**src/tpwa_regs.vh**
```
// register map, field positions, reset values and fixed profile settings of the word aligner
`ifndef TPWA_REGS_VH
`define TPWA_REGS_VH

// ---------------------------------------------------------------
// register byte addresses
// ---------------------------------------------------------------
`define TPWA_ADDR_CTRL      8'h00
`define TPWA_ADDR_SYNC      8'h04
`define TPWA_ADDR_RUNLEN    8'h08
`define TPWA_ADDR_PATTERN   8'h0c
`define TPWA_ADDR_STATUS    8'h10

// ---------------------------------------------------------------
// control register fields
// ---------------------------------------------------------------
`define TPWA_CTRL_BITREV    0
`define TPWA_CTRL_INFLIP    1
`define TPWA_CTRL_WIDTH10   2
`define TPWA_CTRL_GBE       3
`define TPWA_CTRL_SRIO      4
`define TPWA_CTRL_TXRST     5
`define TPWA_CTRL_RXRST     6
`define TPWA_CTRL_SLIP_LO   8
`define TPWA_CTRL_SLIP_HI   11
`define TPWA_CTRL_RESET     32'h0000_0004

// ---------------------------------------------------------------
// sync register: acquire count, lose count minus one, good run minus one
// ---------------------------------------------------------------
`define TPWA_SYNC_RESET     32'h00fe_0203
`define TPWA_SRIO_ACQUIRE   8'd127
`define TPWA_SRIO_LOSE_M1   6'd2
`define TPWA_SRIO_GOOD_M1   8'd254

// ---------------------------------------------------------------
// run length and pattern
// ---------------------------------------------------------------
`define TPWA_RUNLEN_RESET   5'h1f
`define TPWA_STEP_8B        8'd4
`define TPWA_STEP_10B       8'd5
`define TPWA_PATTERN_RESET  10'h0fa
`define TPWA_GBE_COMMAS     2'd3

`endif

```
**src/tpwa_top.v**
```verilog
// transmit coding, word aligner and run length check behind apb
//
// Functional notes
// bit reversal mirrors word at serializer input
// input flip mirrors each byte before buffer
// transmit bits delayed by programmed slip amount
// serializer sends least significant bit first
// serializer emits one bit per clock
// lose count 1-64, good run 1-256
// after receive reset, search pattern or complement
// sync flag rises after programmed valid groups
// sync drops after programmed errors without goods
// after loss, reacquire programmed valid groups
// run violation flag when run reaches threshold
// run violation flag held two cycles minimum
// threshold 4-128 step 4, 5-160 step 5
// gigabit profile sends three commas after reset
// sender keeps odd data count before sync; the transmit path keeps no data count
// rapidio profile fixes 127, 3, 255
// rapidio profile uses 10-bit pattern
// run counter restarts when bit value changes
//
// The address map and the APB register port were decided locally.
`timescale 1ns/10ps
`default_nettype none
`include "tpwa_regs.vh"

// ---------------------------------------------------------------
// synchronous fifo
// ---------------------------------------------------------------
module tpwa_fifo #(
    parameter WIDTH = 16,
    parameter DEPTH = 16,
    parameter AW    = 4
) (
    input  wire             clk,
    input  wire             rstN,
    input  wire             clkEn,
    input  wire [WIDTH-1:0] inData,
    input  wire             inValid,
    output wire             inReady,
    output wire [WIDTH-1:0] outData,
    output wire             outValid,
    input  wire             outReady
);
    reg [WIDTH-1:0] mem [0:DEPTH-1];
    reg [AW-1:0]    wrPtr_q;
    reg [AW-1:0]    rdPtr_q;
    reg [AW:0]      count_q;
    reg             full_q;
    reg             empty_q;
    wire            push = inValid & ~full_q;
    wire            pop  = outReady & ~empty_q;
    wire [AW:0]     count_d = push & ~pop ? count_q + 1'b1 : (pop & ~push ? count_q - 1'b1 : count_q);

    assign inReady  = ~full_q;
    assign outValid = ~empty_q;
    assign outData  = mem[rdPtr_q];

    // storage has no reset, only pointers, count and flags do
    always @(posedge clk) begin
        if (clkEn && push) begin
            mem[wrPtr_q] <= inData;
        end
    end

    // pointers and registered full and empty flags
    always @(posedge clk or negedge rstN) begin
        if (!rstN) begin
            wrPtr_q <= {AW{1'b0}};
            rdPtr_q <= {AW{1'b0}};
            count_q <= {(AW+1){1'b0}};
            full_q  <= 1'b0;
            empty_q <= 1'b1;
        end else if (clkEn) begin
            if (push) begin
                wrPtr_q <= wrPtr_q + 1'b1;
            end
            if (pop) begin
                rdPtr_q <= rdPtr_q + 1'b1;
            end
            count_q <= count_d;
            full_q  <= (count_d == DEPTH[AW:0]);
            empty_q <= (count_d == {(AW+1){1'b0}});
        end
    end
endmodule // tpwa_fifo

// ---------------------------------------------------------------
// top level
// ---------------------------------------------------------------
module tpwa_top (
    input  wire        clk,
    input  wire        reset_n,
    input  wire        clkEn,
    input  wire [7:0]  paddr,
    input  wire        psel,
    input  wire        penable,
    input  wire        pwrite,
    input  wire [31:0] pwdata,
    output reg  [31:0] prdata,
    output reg         pready,
    output reg         pslverr,
    input  wire [15:0] txData,
    input  wire        txValid,
    output reg         txReady,
    output reg         txSerial,
    input  wire        rxSerial,
    output reg         rxSyncStatus,
    output reg         rxRunViolation
);
    localparam LOSS = 1'b0;
    localparam SYNC = 1'b1;

    // mirror the low 8 or all 10 bits of a word
    function [9:0] mirror;
        input [9:0] d;
        input       w10;
        integer     i;
        begin
            mirror = 10'h000;
            for (i = 0; i < 10; i = i + 1) begin
                if (w10) begin
                    mirror[i] = d[9-i];
                end else if (i < 8) begin
                    mirror[i] = d[7-i];
                end
            end
        end
    endfunction

    // mirror inside each byte of a 16-bit word
    function [15:0] flipBytes;
        input [15:0] d;
        integer      i;
        begin
            flipBytes = 16'h0000;
            for (i = 0; i < 8; i = i + 1) begin
                flipBytes[i]   = d[7-i];
                flipBytes[i+8] = d[15-i];
            end
        end
    endfunction

    // ones in a code group, for the error test
    function [3:0] ones;
        input [9:0] d;
        integer     i;
        begin
            ones = 4'h0;
            for (i = 0; i < 10; i = i + 1) begin
                ones = ones + {3'b000, d[i]};
            end
        end
    endfunction

    // ---------------------------------------------------------------
    // reset release and receive pin synchroniser
    // ---------------------------------------------------------------
    reg rstMeta_q;
    reg rstN_q;
    reg rxMeta_q;
    reg rxBit_q;

    always @(posedge clk or negedge reset_n) begin
        if (!reset_n) begin
            rstMeta_q <= 1'b0;
            rstN_q    <= 1'b0;
        end else if (clkEn) begin
            rstMeta_q <= 1'b1;
            rstN_q    <= rstMeta_q;
        end
    end

    always @(posedge clk or negedge rstN_q) begin
        if (!rstN_q) begin
            rxMeta_q <= 1'b0;
            rxBit_q  <= 1'b0;
        end else if (clkEn) begin
            rxMeta_q <= rxSerial;
            rxBit_q  <= rxMeta_q;
        end
    end

    // ---------------------------------------------------------------
    // apb register file
    // ---------------------------------------------------------------
    reg  [31:0] ctrl_q;
    reg  [31:0] syncCfg_q;
    reg  [4:0]  runStep_q;
    reg  [9:0]  pattern_q;
    reg         state_q;
    reg  [6:0]  errCnt_q;
    wire        fifoFull;
    wire        fifoEmpty;
    wire        setup  = psel & ~penable & ~pready;
    wire        wrEn   = psel & penable & pready & pwrite;
    wire        mapped = (paddr == `TPWA_ADDR_CTRL) | (paddr == `TPWA_ADDR_SYNC) | (paddr == `TPWA_ADDR_RUNLEN) |
                         (paddr == `TPWA_ADDR_PATTERN) | (paddr == `TPWA_ADDR_STATUS);
    reg  [31:0] rdMux;

    always @* begin
        case (paddr)
            `TPWA_ADDR_CTRL:    rdMux = ctrl_q;
            `TPWA_ADDR_SYNC:    rdMux = syncCfg_q;
            `TPWA_ADDR_RUNLEN:  rdMux = {27'h0000000, runStep_q};
            `TPWA_ADDR_PATTERN: rdMux = {22'h000000, pattern_q};
            `TPWA_ADDR_STATUS:  rdMux = {18'h00000, 1'b0, errCnt_q, 2'b00, fifoFull, fifoEmpty,
                                         rxRunViolation, state_q};
            default:            rdMux = 32'h0000_0000;
        endcase
    end

    // no wait cycle: answer registered during setup, write lands at the access edge
    always @(posedge clk or negedge rstN_q) begin
        if (!rstN_q) begin
            pready    <= 1'b0;
            pslverr   <= 1'b0;
            prdata    <= 32'h0000_0000;
            ctrl_q    <= `TPWA_CTRL_RESET;
            syncCfg_q <= `TPWA_SYNC_RESET;
            runStep_q <= `TPWA_RUNLEN_RESET;
            pattern_q <= `TPWA_PATTERN_RESET;
        end else if (clkEn) begin
            pready  <= setup;
            pslverr <= setup & ~mapped;
            prdata  <= setup & ~pwrite ? rdMux : 32'h0000_0000;
            if (wrEn && paddr == `TPWA_ADDR_CTRL) begin
                ctrl_q <= {20'h00000, pwdata[11:8], 1'b0, pwdata[6:0]};
            end
            if (wrEn && paddr == `TPWA_ADDR_SYNC) begin
                syncCfg_q <= {8'h00, pwdata[23:16], 2'b00, pwdata[13:8], pwdata[7:0]};
            end
            if (wrEn && paddr == `TPWA_ADDR_RUNLEN) begin
                runStep_q <= pwdata[4:0];
            end
            if (wrEn && paddr == `TPWA_ADDR_PATTERN) begin
                pattern_q <= pwdata[9:0];
            end
        end
    end

    // profile overrides: the rapidio lane forces its own counts and 10-bit groups
    wire       srio    = ctrl_q[`TPWA_CTRL_SRIO];
    wire       w10     = ctrl_q[`TPWA_CTRL_WIDTH10] | srio;
    wire [7:0] acqNeed = srio ? `TPWA_SRIO_ACQUIRE : syncCfg_q[7:0];
    wire [5:0] loseM1  = srio ? `TPWA_SRIO_LOSE_M1 : syncCfg_q[13:8];
    wire [7:0] goodM1  = srio ? `TPWA_SRIO_GOOD_M1 : syncCfg_q[23:16];
    wire       txRst   = ctrl_q[`TPWA_CTRL_TXRST];
    wire       rxRst   = ctrl_q[`TPWA_CTRL_RXRST];

    // ---------------------------------------------------------------
    // transmit path
    // ---------------------------------------------------------------
    wire [15:0] fifoOut;
    wire        fifoValid;
    wire        fifoInReady;
    reg         txPop;
    wire [15:0] txIn = ctrl_q[`TPWA_CTRL_INFLIP] ? flipBytes(txData) : txData;

    assign fifoFull  = ~fifoInReady;
    assign fifoEmpty = ~fifoValid;

    tpwa_fifo #(
        .WIDTH (16),
        .DEPTH (16),
        .AW    (4)
    ) txFifo (
        .clk      (clk),
        .rstN     (rstN_q),
        .clkEn    (clkEn),
        .inData   (txIn),
        .inValid  (txValid),
        .inReady  (fifoInReady),
        .outData  (fifoOut),
        .outValid (fifoValid),
        .outReady (txPop)
    );

    reg  [9:0]  txShift_q;
    reg  [3:0]  txPos_q;
    reg  [1:0]  commaLeft_q;
    reg  [15:0] txHist_q;
    wire        txLast  = txPos_q == (w10 ? 4'd9 : 4'd7);
    wire [15:0] txHist_d = {txHist_q[14:0], txShift_q[0]};
    reg  [9:0]  txWord;

    // word chosen at each group boundary: commas first, then data, idle pattern when starved
    always @* begin
        txPop  = 1'b0;
        txWord = pattern_q;
        if (txLast && !txRst) begin
            if (ctrl_q[`TPWA_CTRL_GBE] && commaLeft_q != 2'd0) begin
                txWord = pattern_q;
            end else if (fifoValid) begin
                txWord = fifoOut[9:0];
                txPop  = 1'b1;
            end
        end
    end

    // serializer: one bit a clock, bit 0 first, idle stream is the pattern
    always @(posedge clk or negedge rstN_q) begin
        if (!rstN_q) begin
            txShift_q   <= 10'h000;
            txPos_q     <= 4'd9;
            commaLeft_q <= `TPWA_GBE_COMMAS;
            txHist_q    <= 16'h0000;
            txSerial    <= 1'b0;
            txReady     <= 1'b0;
        end else if (clkEn) begin
            txReady <= fifoInReady;
            if (txRst) begin
                txShift_q   <= 10'h000;
                txPos_q     <= 4'd9;
                commaLeft_q <= `TPWA_GBE_COMMAS;
            end else if (txLast) begin
                txShift_q <= ctrl_q[`TPWA_CTRL_BITREV] ? mirror(txWord, w10) : txWord;
                txPos_q   <= 4'd0;
                if (ctrl_q[`TPWA_CTRL_GBE] && commaLeft_q != 2'd0) begin
                    commaLeft_q <= commaLeft_q - 2'd1;
                end
            end else begin
                txShift_q <= {1'b0, txShift_q[9:1]};
                txPos_q   <= txPos_q + 4'd1;
            end
            txHist_q <= txHist_d;
            txSerial <= txHist_d[ctrl_q[`TPWA_CTRL_SLIP_HI:`TPWA_CTRL_SLIP_LO]];
        end
    end

    // ---------------------------------------------------------------
    // word aligner and synchronisation machine
    // ---------------------------------------------------------------
    reg  [9:0] rxHist_q;
    reg  [3:0] rxPos_q;
    reg  [7:0] acqCnt_q;
    reg  [7:0] goodCnt_q;
    wire [7:0] acqNext  = (rxPos_q == (w10 ? 4'd9 : 4'd7)) ? acqCnt_q + 8'd1 : 8'd1;
    wire       boundary = rxPos_q == (w10 ? 4'd9 : 4'd7);
    wire [9:0] group    = w10 ? rxHist_q : {2'b00, rxHist_q[9:2]};
    wire       match    = w10 ? (rxHist_q == pattern_q || rxHist_q == ~pattern_q) :
                          (group[7:0] == pattern_q[7:0] || group[7:0] == ~pattern_q[7:0]);
    wire [3:0] weight   = ones(group);
    wire       badGroup = w10 ? (weight < 4'd4 || weight > 4'd6) : (group[7:0] == 8'h00 || group[7:0] == 8'hff);

    // newest bit enters at the top so a full window holds the first bit in bit 0
    always @(posedge clk or negedge rstN_q) begin
        if (!rstN_q) begin
            rxHist_q     <= 10'h000;
            rxPos_q      <= 4'd0;
            state_q      <= LOSS;
            acqCnt_q     <= 8'd0;
            errCnt_q     <= 7'd0;
            goodCnt_q    <= 8'd0;
            rxSyncStatus <= 1'b0;
        end else if (clkEn) begin
            rxHist_q <= {rxBit_q, rxHist_q[9:1]};
            if (rxRst) begin
                rxPos_q   <= 4'd0;
                state_q   <= LOSS;
                acqCnt_q  <= 8'd0;
                errCnt_q  <= 7'd0;
                goodCnt_q <= 8'd0;
            end else if (state_q == LOSS) begin
                rxPos_q <= boundary ? 4'd0 : rxPos_q + 4'd1;
                if (match) begin
                    rxPos_q  <= 4'd0;
                    acqCnt_q <= acqNext;
                    if (acqNext >= acqNeed) begin
                        state_q   <= SYNC;
                        errCnt_q  <= 7'd0;
                        goodCnt_q <= 8'd0;
                    end
                end else if (boundary) begin
                    acqCnt_q <= 8'd0;
                end
            end else begin
                rxPos_q <= boundary ? 4'd0 : rxPos_q + 4'd1;
                if (boundary && badGroup) begin
                    goodCnt_q <= 8'd0;
                    if (errCnt_q == {1'b0, loseM1}) begin
                        state_q  <= LOSS;
                        acqCnt_q <= 8'd0;
                        errCnt_q <= 7'd0;
                    end else begin
                        errCnt_q <= errCnt_q + 7'd1;
                    end
                end else if (boundary) begin
                    if (goodCnt_q == goodM1) begin
                        goodCnt_q <= 8'd0;
                        if (errCnt_q != 7'd0) begin
                            errCnt_q <= errCnt_q - 7'd1;
                        end
                    end else begin
                        goodCnt_q <= goodCnt_q + 8'd1;
                    end
                end
            end
            rxSyncStatus <= state_q == SYNC && !rxRst;
        end
    end

    // ---------------------------------------------------------------
    // run length violation
    // ---------------------------------------------------------------
    reg  [7:0] runCnt_q;
    reg        runHold_q;
    wire [7:0] unitStep = w10 ? `TPWA_STEP_10B : `TPWA_STEP_8B;
    wire [7:0] stepNum  = {3'b000, runStep_q} + 8'd1;
    wire [7:0] thresh   = stepNum * unitStep;
    wire [7:0] runNext  = (rxBit_q != rxHist_q[9]) ? 8'd1 : (runCnt_q == 8'hff ? runCnt_q : runCnt_q + 8'd1);
    wire       runHit   = runNext == thresh && runCnt_q != thresh;

    // pulse stretched so a slower sampler cannot miss it
    always @(posedge clk or negedge rstN_q) begin
        if (!rstN_q) begin
            runCnt_q       <= 8'd0;
            runHold_q      <= 1'b0;
            rxRunViolation <= 1'b0;
        end else if (clkEn) begin
            runCnt_q <= runNext;
            if (runHit) begin
                rxRunViolation <= 1'b1;
                runHold_q      <= 1'b1;
            end else begin
                rxRunViolation <= runHold_q;
                runHold_q      <= 1'b0;
            end
        end
    end
endmodule // tpwa_top
`default_nettype wire

```
**config.mk**
```make
export PLATFORM = sky130hd
export DESIGN_NAME = tpwa_top
export DESIGN_NICKNAME = d
export VERILOG_FILES = /design/src/tpwa_top.v
export VERILOG_INCLUDE_DIRS = /design/src
export SDC_FILE = /design/constraint.sdc
export NUM_CORES = 1
export LEC_CHECK = 0
export ABC_AREA = 0
export BUFFER_PORTS_ARGS = -buffer_cell sky130_fd_sc_hd__buf_2
export CAP_MARGIN = 40
export CELL_PAD_IN_SITES_DETAIL_PLACEMENT = 1
export CELL_PAD_IN_SITES_GLOBAL_PLACEMENT = 2
export CORE_MARGIN = 2
export CORE_UTILIZATION = 48
export CTS_BUF_LIST = sky130_fd_sc_hd__clkbuf_4 sky130_fd_sc_hd__clkbuf_8
export CTS_CLUSTER_DIAMETER = 100
export CTS_CLUSTER_SIZE = 14
export DETAILED_ROUTE_END_ITERATION = 10
export GPL_TIMING_DRIVEN = 0
export PLACE_DENSITY_LB_ADDON = 0.1
export SLEW_MARGIN = 20
export SYNTH_ARGS = -nofsm -noshare
export SYNTH_HDL_FRONTEND = slang
export SYNTH_SLANG_ARGS = --single-unit
```
**constraint.sdc**
```tcl
create_clock -name clk -period 8.3 [get_ports clk]
set_clock_uncertainty 0.1 [all_clocks]
set_input_delay 0 -clock clk [delete_from_list [all_inputs] [get_ports clk]]
set_output_delay 0 -clock clk [all_outputs]
set_load 0.02 [all_outputs]
```
==> run summary <==
The number of levels the H-tree was split into came out at 1. The layout has about 3500 filler cells. The mean cell area of the mapped netlist came out at 12.8 µm². The worst-case IR drop observed on VDD is just over 0.2 mV.

The clock transition at the registers of the reported paths came out at 0.12 ns. The worst hold path belongs to the class in -> reg. Grouping stages by cell kind, the critical path spends the most delay in adder cells. The relative contribution of sequential cells to total power came out at 47.0%.

After detailed routing, the number of remaining DRC violations is 0. In this design, the stage delay of the slowest critical-path cell is 0.53 ns. Entering global routing, the biggest net connects 51 pins. The endpoint of the worst setup timing path is acqCnt_q[7].

The type of element launching the critical path is a register. After detailed routing, the number of vias per cell comes to 5.95. The cell area after technology mapping is 16900 µm².

The routed wire length came out at 47500 µm. The number of antenna violations at the first check in global routing is 0. The number of nets at the end of the flow came out at 1618. The post-synthesis sequential area ratio came out at roughly 54%.

The post-route fraction of the period consumed by the critical path is 74.1%. The effective utilization at floorplan came out at 48.8%. The fraction of post-synthesis cell area in the top cell type by area is 28.5%. The number of cells after detailed placement is between 1500 and 2000. The share of total power consumed by net switching is 33.4%.

The signal on the critical path passes through buf_2, or2_2, buf_2, clkbuf_1, nand2_1, fa_1, fa_1, fa_1, inv_1, ha_1, fa_1, nor2b_1, a21oi_1, o22ai_1, or2_0, buf_2, o31ai_4, o311ai_4, mux2_4. In the final layout, the share of cells above drive strength 1 is 25.3%. The clock latency at the later pin of the worst-skew pair is 0.63 ns. In this design, the critical path's most frequently occurring cell is sky130_fd_sc_hd__fa_1. The static leakage came out at 7.51 nW. In this run, post-CTS repair resized a total of 0 instances. The worst relative slew slack came out at 44.7%. The clock sink count came out at approximately 330. Setup repair after global routing left no endpoint under its margin. Yosys attributes the largest share of cell area to sky130_fd_sc_hd__edfxtp_1, sky130_fd_sc_hd__dfrtp_1, sky130_fd_sc_hd__mux4_2. The power per standard cell area came out at 231 nW/µm². The count of nets left with antenna violations once routing finished came out at 0. The final cell count without fillers came out at between 1500 and 2000. The remaining global-route overflow is 0.

sky130_fd_sc_hd__edfxtp_1 takes more of the synthesized area than any other cell. The number of diodes added for antenna fixing came out at 0. The required time reported for the critical path endpoint is 8.72 ns. The number of failing setup endpoints in the final timing report is 0. The post-place setup slack is 2.15 ns.

The floorplan die area came out at 36700 µm². In the synthesized netlist the dominant register cell turns out to be sky130_fd_sc_hd__edfxtp_1. The number of port buffers came out at 74.

The hold violation total from the final report came out at 0. The depth of the critical timing path with buffers and inverters included came out at 19. The library cell used as clock root buffer is sky130_fd_sc_hd__clkbuf_8. The synthesis-to-layout area growth came out at 14.1%.

In this run, the number of DRC markers left after iteration 0 of detailed routing was 705. The first-pass iteration count of the detailed router came out at 7. The switching power is 1.49 mW. Summing over every cut layer, the via total after detailed routing is roughly 12000. The aggregate negative setup slack is 0 ns. The actual slew at the worst max-slew pin is roughly 0.83 ns. The flow ran to the end, and the final reports show no timing, DRC or antenna violations.

Of the total power, combinational logic draws 31.4%. For the finished layout, the period the worst path requires is just over 6 ns. The register-to-register setup slack is 2.15 ns. The netlist uses 80 different library cells.

The average routed wire per standard cell came out at 23.9 µm. The max capacitance violation total is 0. In this run the critical register-to-register path is captured at acqCnt_q[7]. The x dimension of the die is around 190 µm. The number of clock buffers inserted by TritonCTS came out at 27. The beginning of the critical path is ctrl_q[4]. The cell depth of the worst flop-to-flop path is 19. Data arrives at the worst endpoint at 6.57 ns.

The wire length of the first global-routing pass is roughly 75000 µm. In this run the critical register-to-register path is launched from ctrl_q[4]. The worst-case hold slack came out at 0.0297 ns. The area inside the core boundary came out at between 30000 and 40000 µm². For this run, the top clock speed supported by timing is roughly 160 MHz. The row count is 68. For this design, the slowest cell found on the critical path is sky130_fd_sc_hd__clkbuf_1.

The overall power is 4.45 mW. The startpoint-to-endpoint class of the critical path is reg -> reg. TritonCTS built the clock tree. The cell count after synthesis came out at 1314. The placer's final routability congestion estimate is around 0.83. The count of pins over their slew limit came out at 0. The largest driver fanout on the critical path came out at 10. The relative contribution of the clock network to total power came out at 21.5%. The total track usage came out at a little over a quarter.

The HPWL after detailed placement came out at 34200 µm. The I/O pin total came out at 102. The via count of the first global-routing pass was 12600.

The vertical die dimension came out at 191 µm. The internal power consumption is between 2 and 3 mW. In this run the deepest clock path goes through 3 buffers. The proportion of synthesized flip-flops having asynchronous set or reset came out at 52.0%. Across all setup checks in the final design, the least slack found is approximately 2.1 ns. The sum of buffers and inverters on the critical path is 5. The count of warnings emitted by yosys is 0. The number of synthesized flops with an enable pin is 160.

The worst setup path is captured at a register. Counting flops and latches in the post-synthesis netlist gives 333.
## cell usage after synthesis, drive strengths merged (33+ instances only)
library cell and instances:
nand2 63, a21oi 45, clkbuf 43, inv 44, ha 37, buf 33
mux4 52, dfrtp 146, o21ai 42, mux2 105, edfxtp 160, nor2 94
## power groups by stage
stage | Combinational [mW] | Clock [mW] | Sequential (mW)
floorplan | 1.04 | 0 | 2.07
global placement | 1.32 | 0 | 2.11
detailed placement | 1.39 | 0 | 2.12
CTS | 1.41 | 0.981 | 2.09
global route | 1.55 | 1.04 | 2.12
finish | 1.40 | 0.957 | 2.09
## cell usage in the layout, fill, tap and decap left out, drive strengths merged, types with 37 or more instances in the layout
cell / synthesis / final
nor2: 94 / 94
nand2: 63 / 63
dfrtp: 146 / 146
a21oi: 45 / 45
clkbuf: 43 / 90
buf: 33 / 132
mux4: 52 / 52
o21ai: 42 / 42
inv: 44 / 45
dlygate4sd3: 0 / 59
edfxtp: 160 / 160
ha: 37 / 37
mux2: 105 / 105
## layout make-up
| type | instances | area [µm²] | area share, % |
|---|---|---|---|
| flip-flops and latches | 333 | 9170 | 47.6 |
| multi-input cells | 870 | 7230 | 37.6 |
| repair buffers | 158 | 1210 | 6.28 |
| well taps | 455 | 569 | 2.96 |
| clock buffers | 47 | 522 | 2.71 |
| plain buffers | 76 | 368 | 1.91 |
| inverters | 44 | 165 | 0.858 |
| clock inverters | 2 | 16.3 | 0.0845 |
## kinds of logic after synthesis
| group | count (synthesis) | synth area share, % |
|---|---|---|
| flip-flops | 333 | 54.4 |
| multiplexers | 179 | 15.4 |
| other | 1 | 0.0222 |
| XOR/XNOR | 59 | 3.06 |
| adder cells (fa/ha/maj) | 44 | 3.58 |
| AO/OA/AOI/OAI | 234 | 10.0 |
| AND/OR/NAND/NOR | 344 | 10.4 |
| buffers and inverters | 120 | 3.16 |
## per-layer routing
| metal | vias to the layer above | track usage, % | share of wire (%) |
|---|---|---|---|
| li1 | 5356 | - | - |
| met1 | 6119 | 35.4 | 43 |
| met2 | 242 | 46.5 | 50 |
| met3 | 90 | 2.61 | 3.1 |
| met4 | 0 | 8.52 | 3.4 |
| met5 | - | 0 | 0 |
## sequential cells by signal, indices dropped and copies added, names as in the netlist, 10 cells and up
name        count
txHist_q       15
prdata         22
txShift_q      10
rxHist_q       10
pattern_q      10
ctrl_q         11
txFifo.mem    160
syncCfg_q      22
## what timing repair did
action,in CTS,in global routing
endpoints found under the hold margin,224,0
buffers inserted,0,0
hold buffers,59,0
## worst min-delay path by stage
| stage | start | end | slack [ns] | cells past startpoint |
|---|---|---|---|---|
| floorplan | reset_n | rstMeta_q | -0.40 | 0 |
| global placement | reset_n | rstN_q | -0.32 | 1 |
| detailed placement | reset_n | rstMeta_q | -0.31 | 1 |
| CTS | pwdata[12] | syncCfg_q[12] | 0.002 | 3 |
| global route | rxSerial | rxMeta_q | 0.04 | 3 |
| finish | pwdata[12] | syncCfg_q[12] | 0.03 | 3 |
## metrics by stage
| step | util (%) | instance area (µm²) |
|---|---|---|
| floorplan | - | 16900 |
| global placement | 51.6 | 17800 |
| detailed placement | 52.4 | 18100 |
| CTS | 55.7 | 19200 |
| global route | 55.7 | 19200 |
| finish | 55.7 | 19200 |
## tightest hold or removal path, stage by stage
cell and delay, ns:
sky130_fd_sc_hd__dlygate4sd3_1 0.52, sky130_fd_sc_hd__buf_2 0.10, sky130_fd_sc_hd__mux2_2 0.13
No activity file was read; power rests on OpenSTA's default activity.
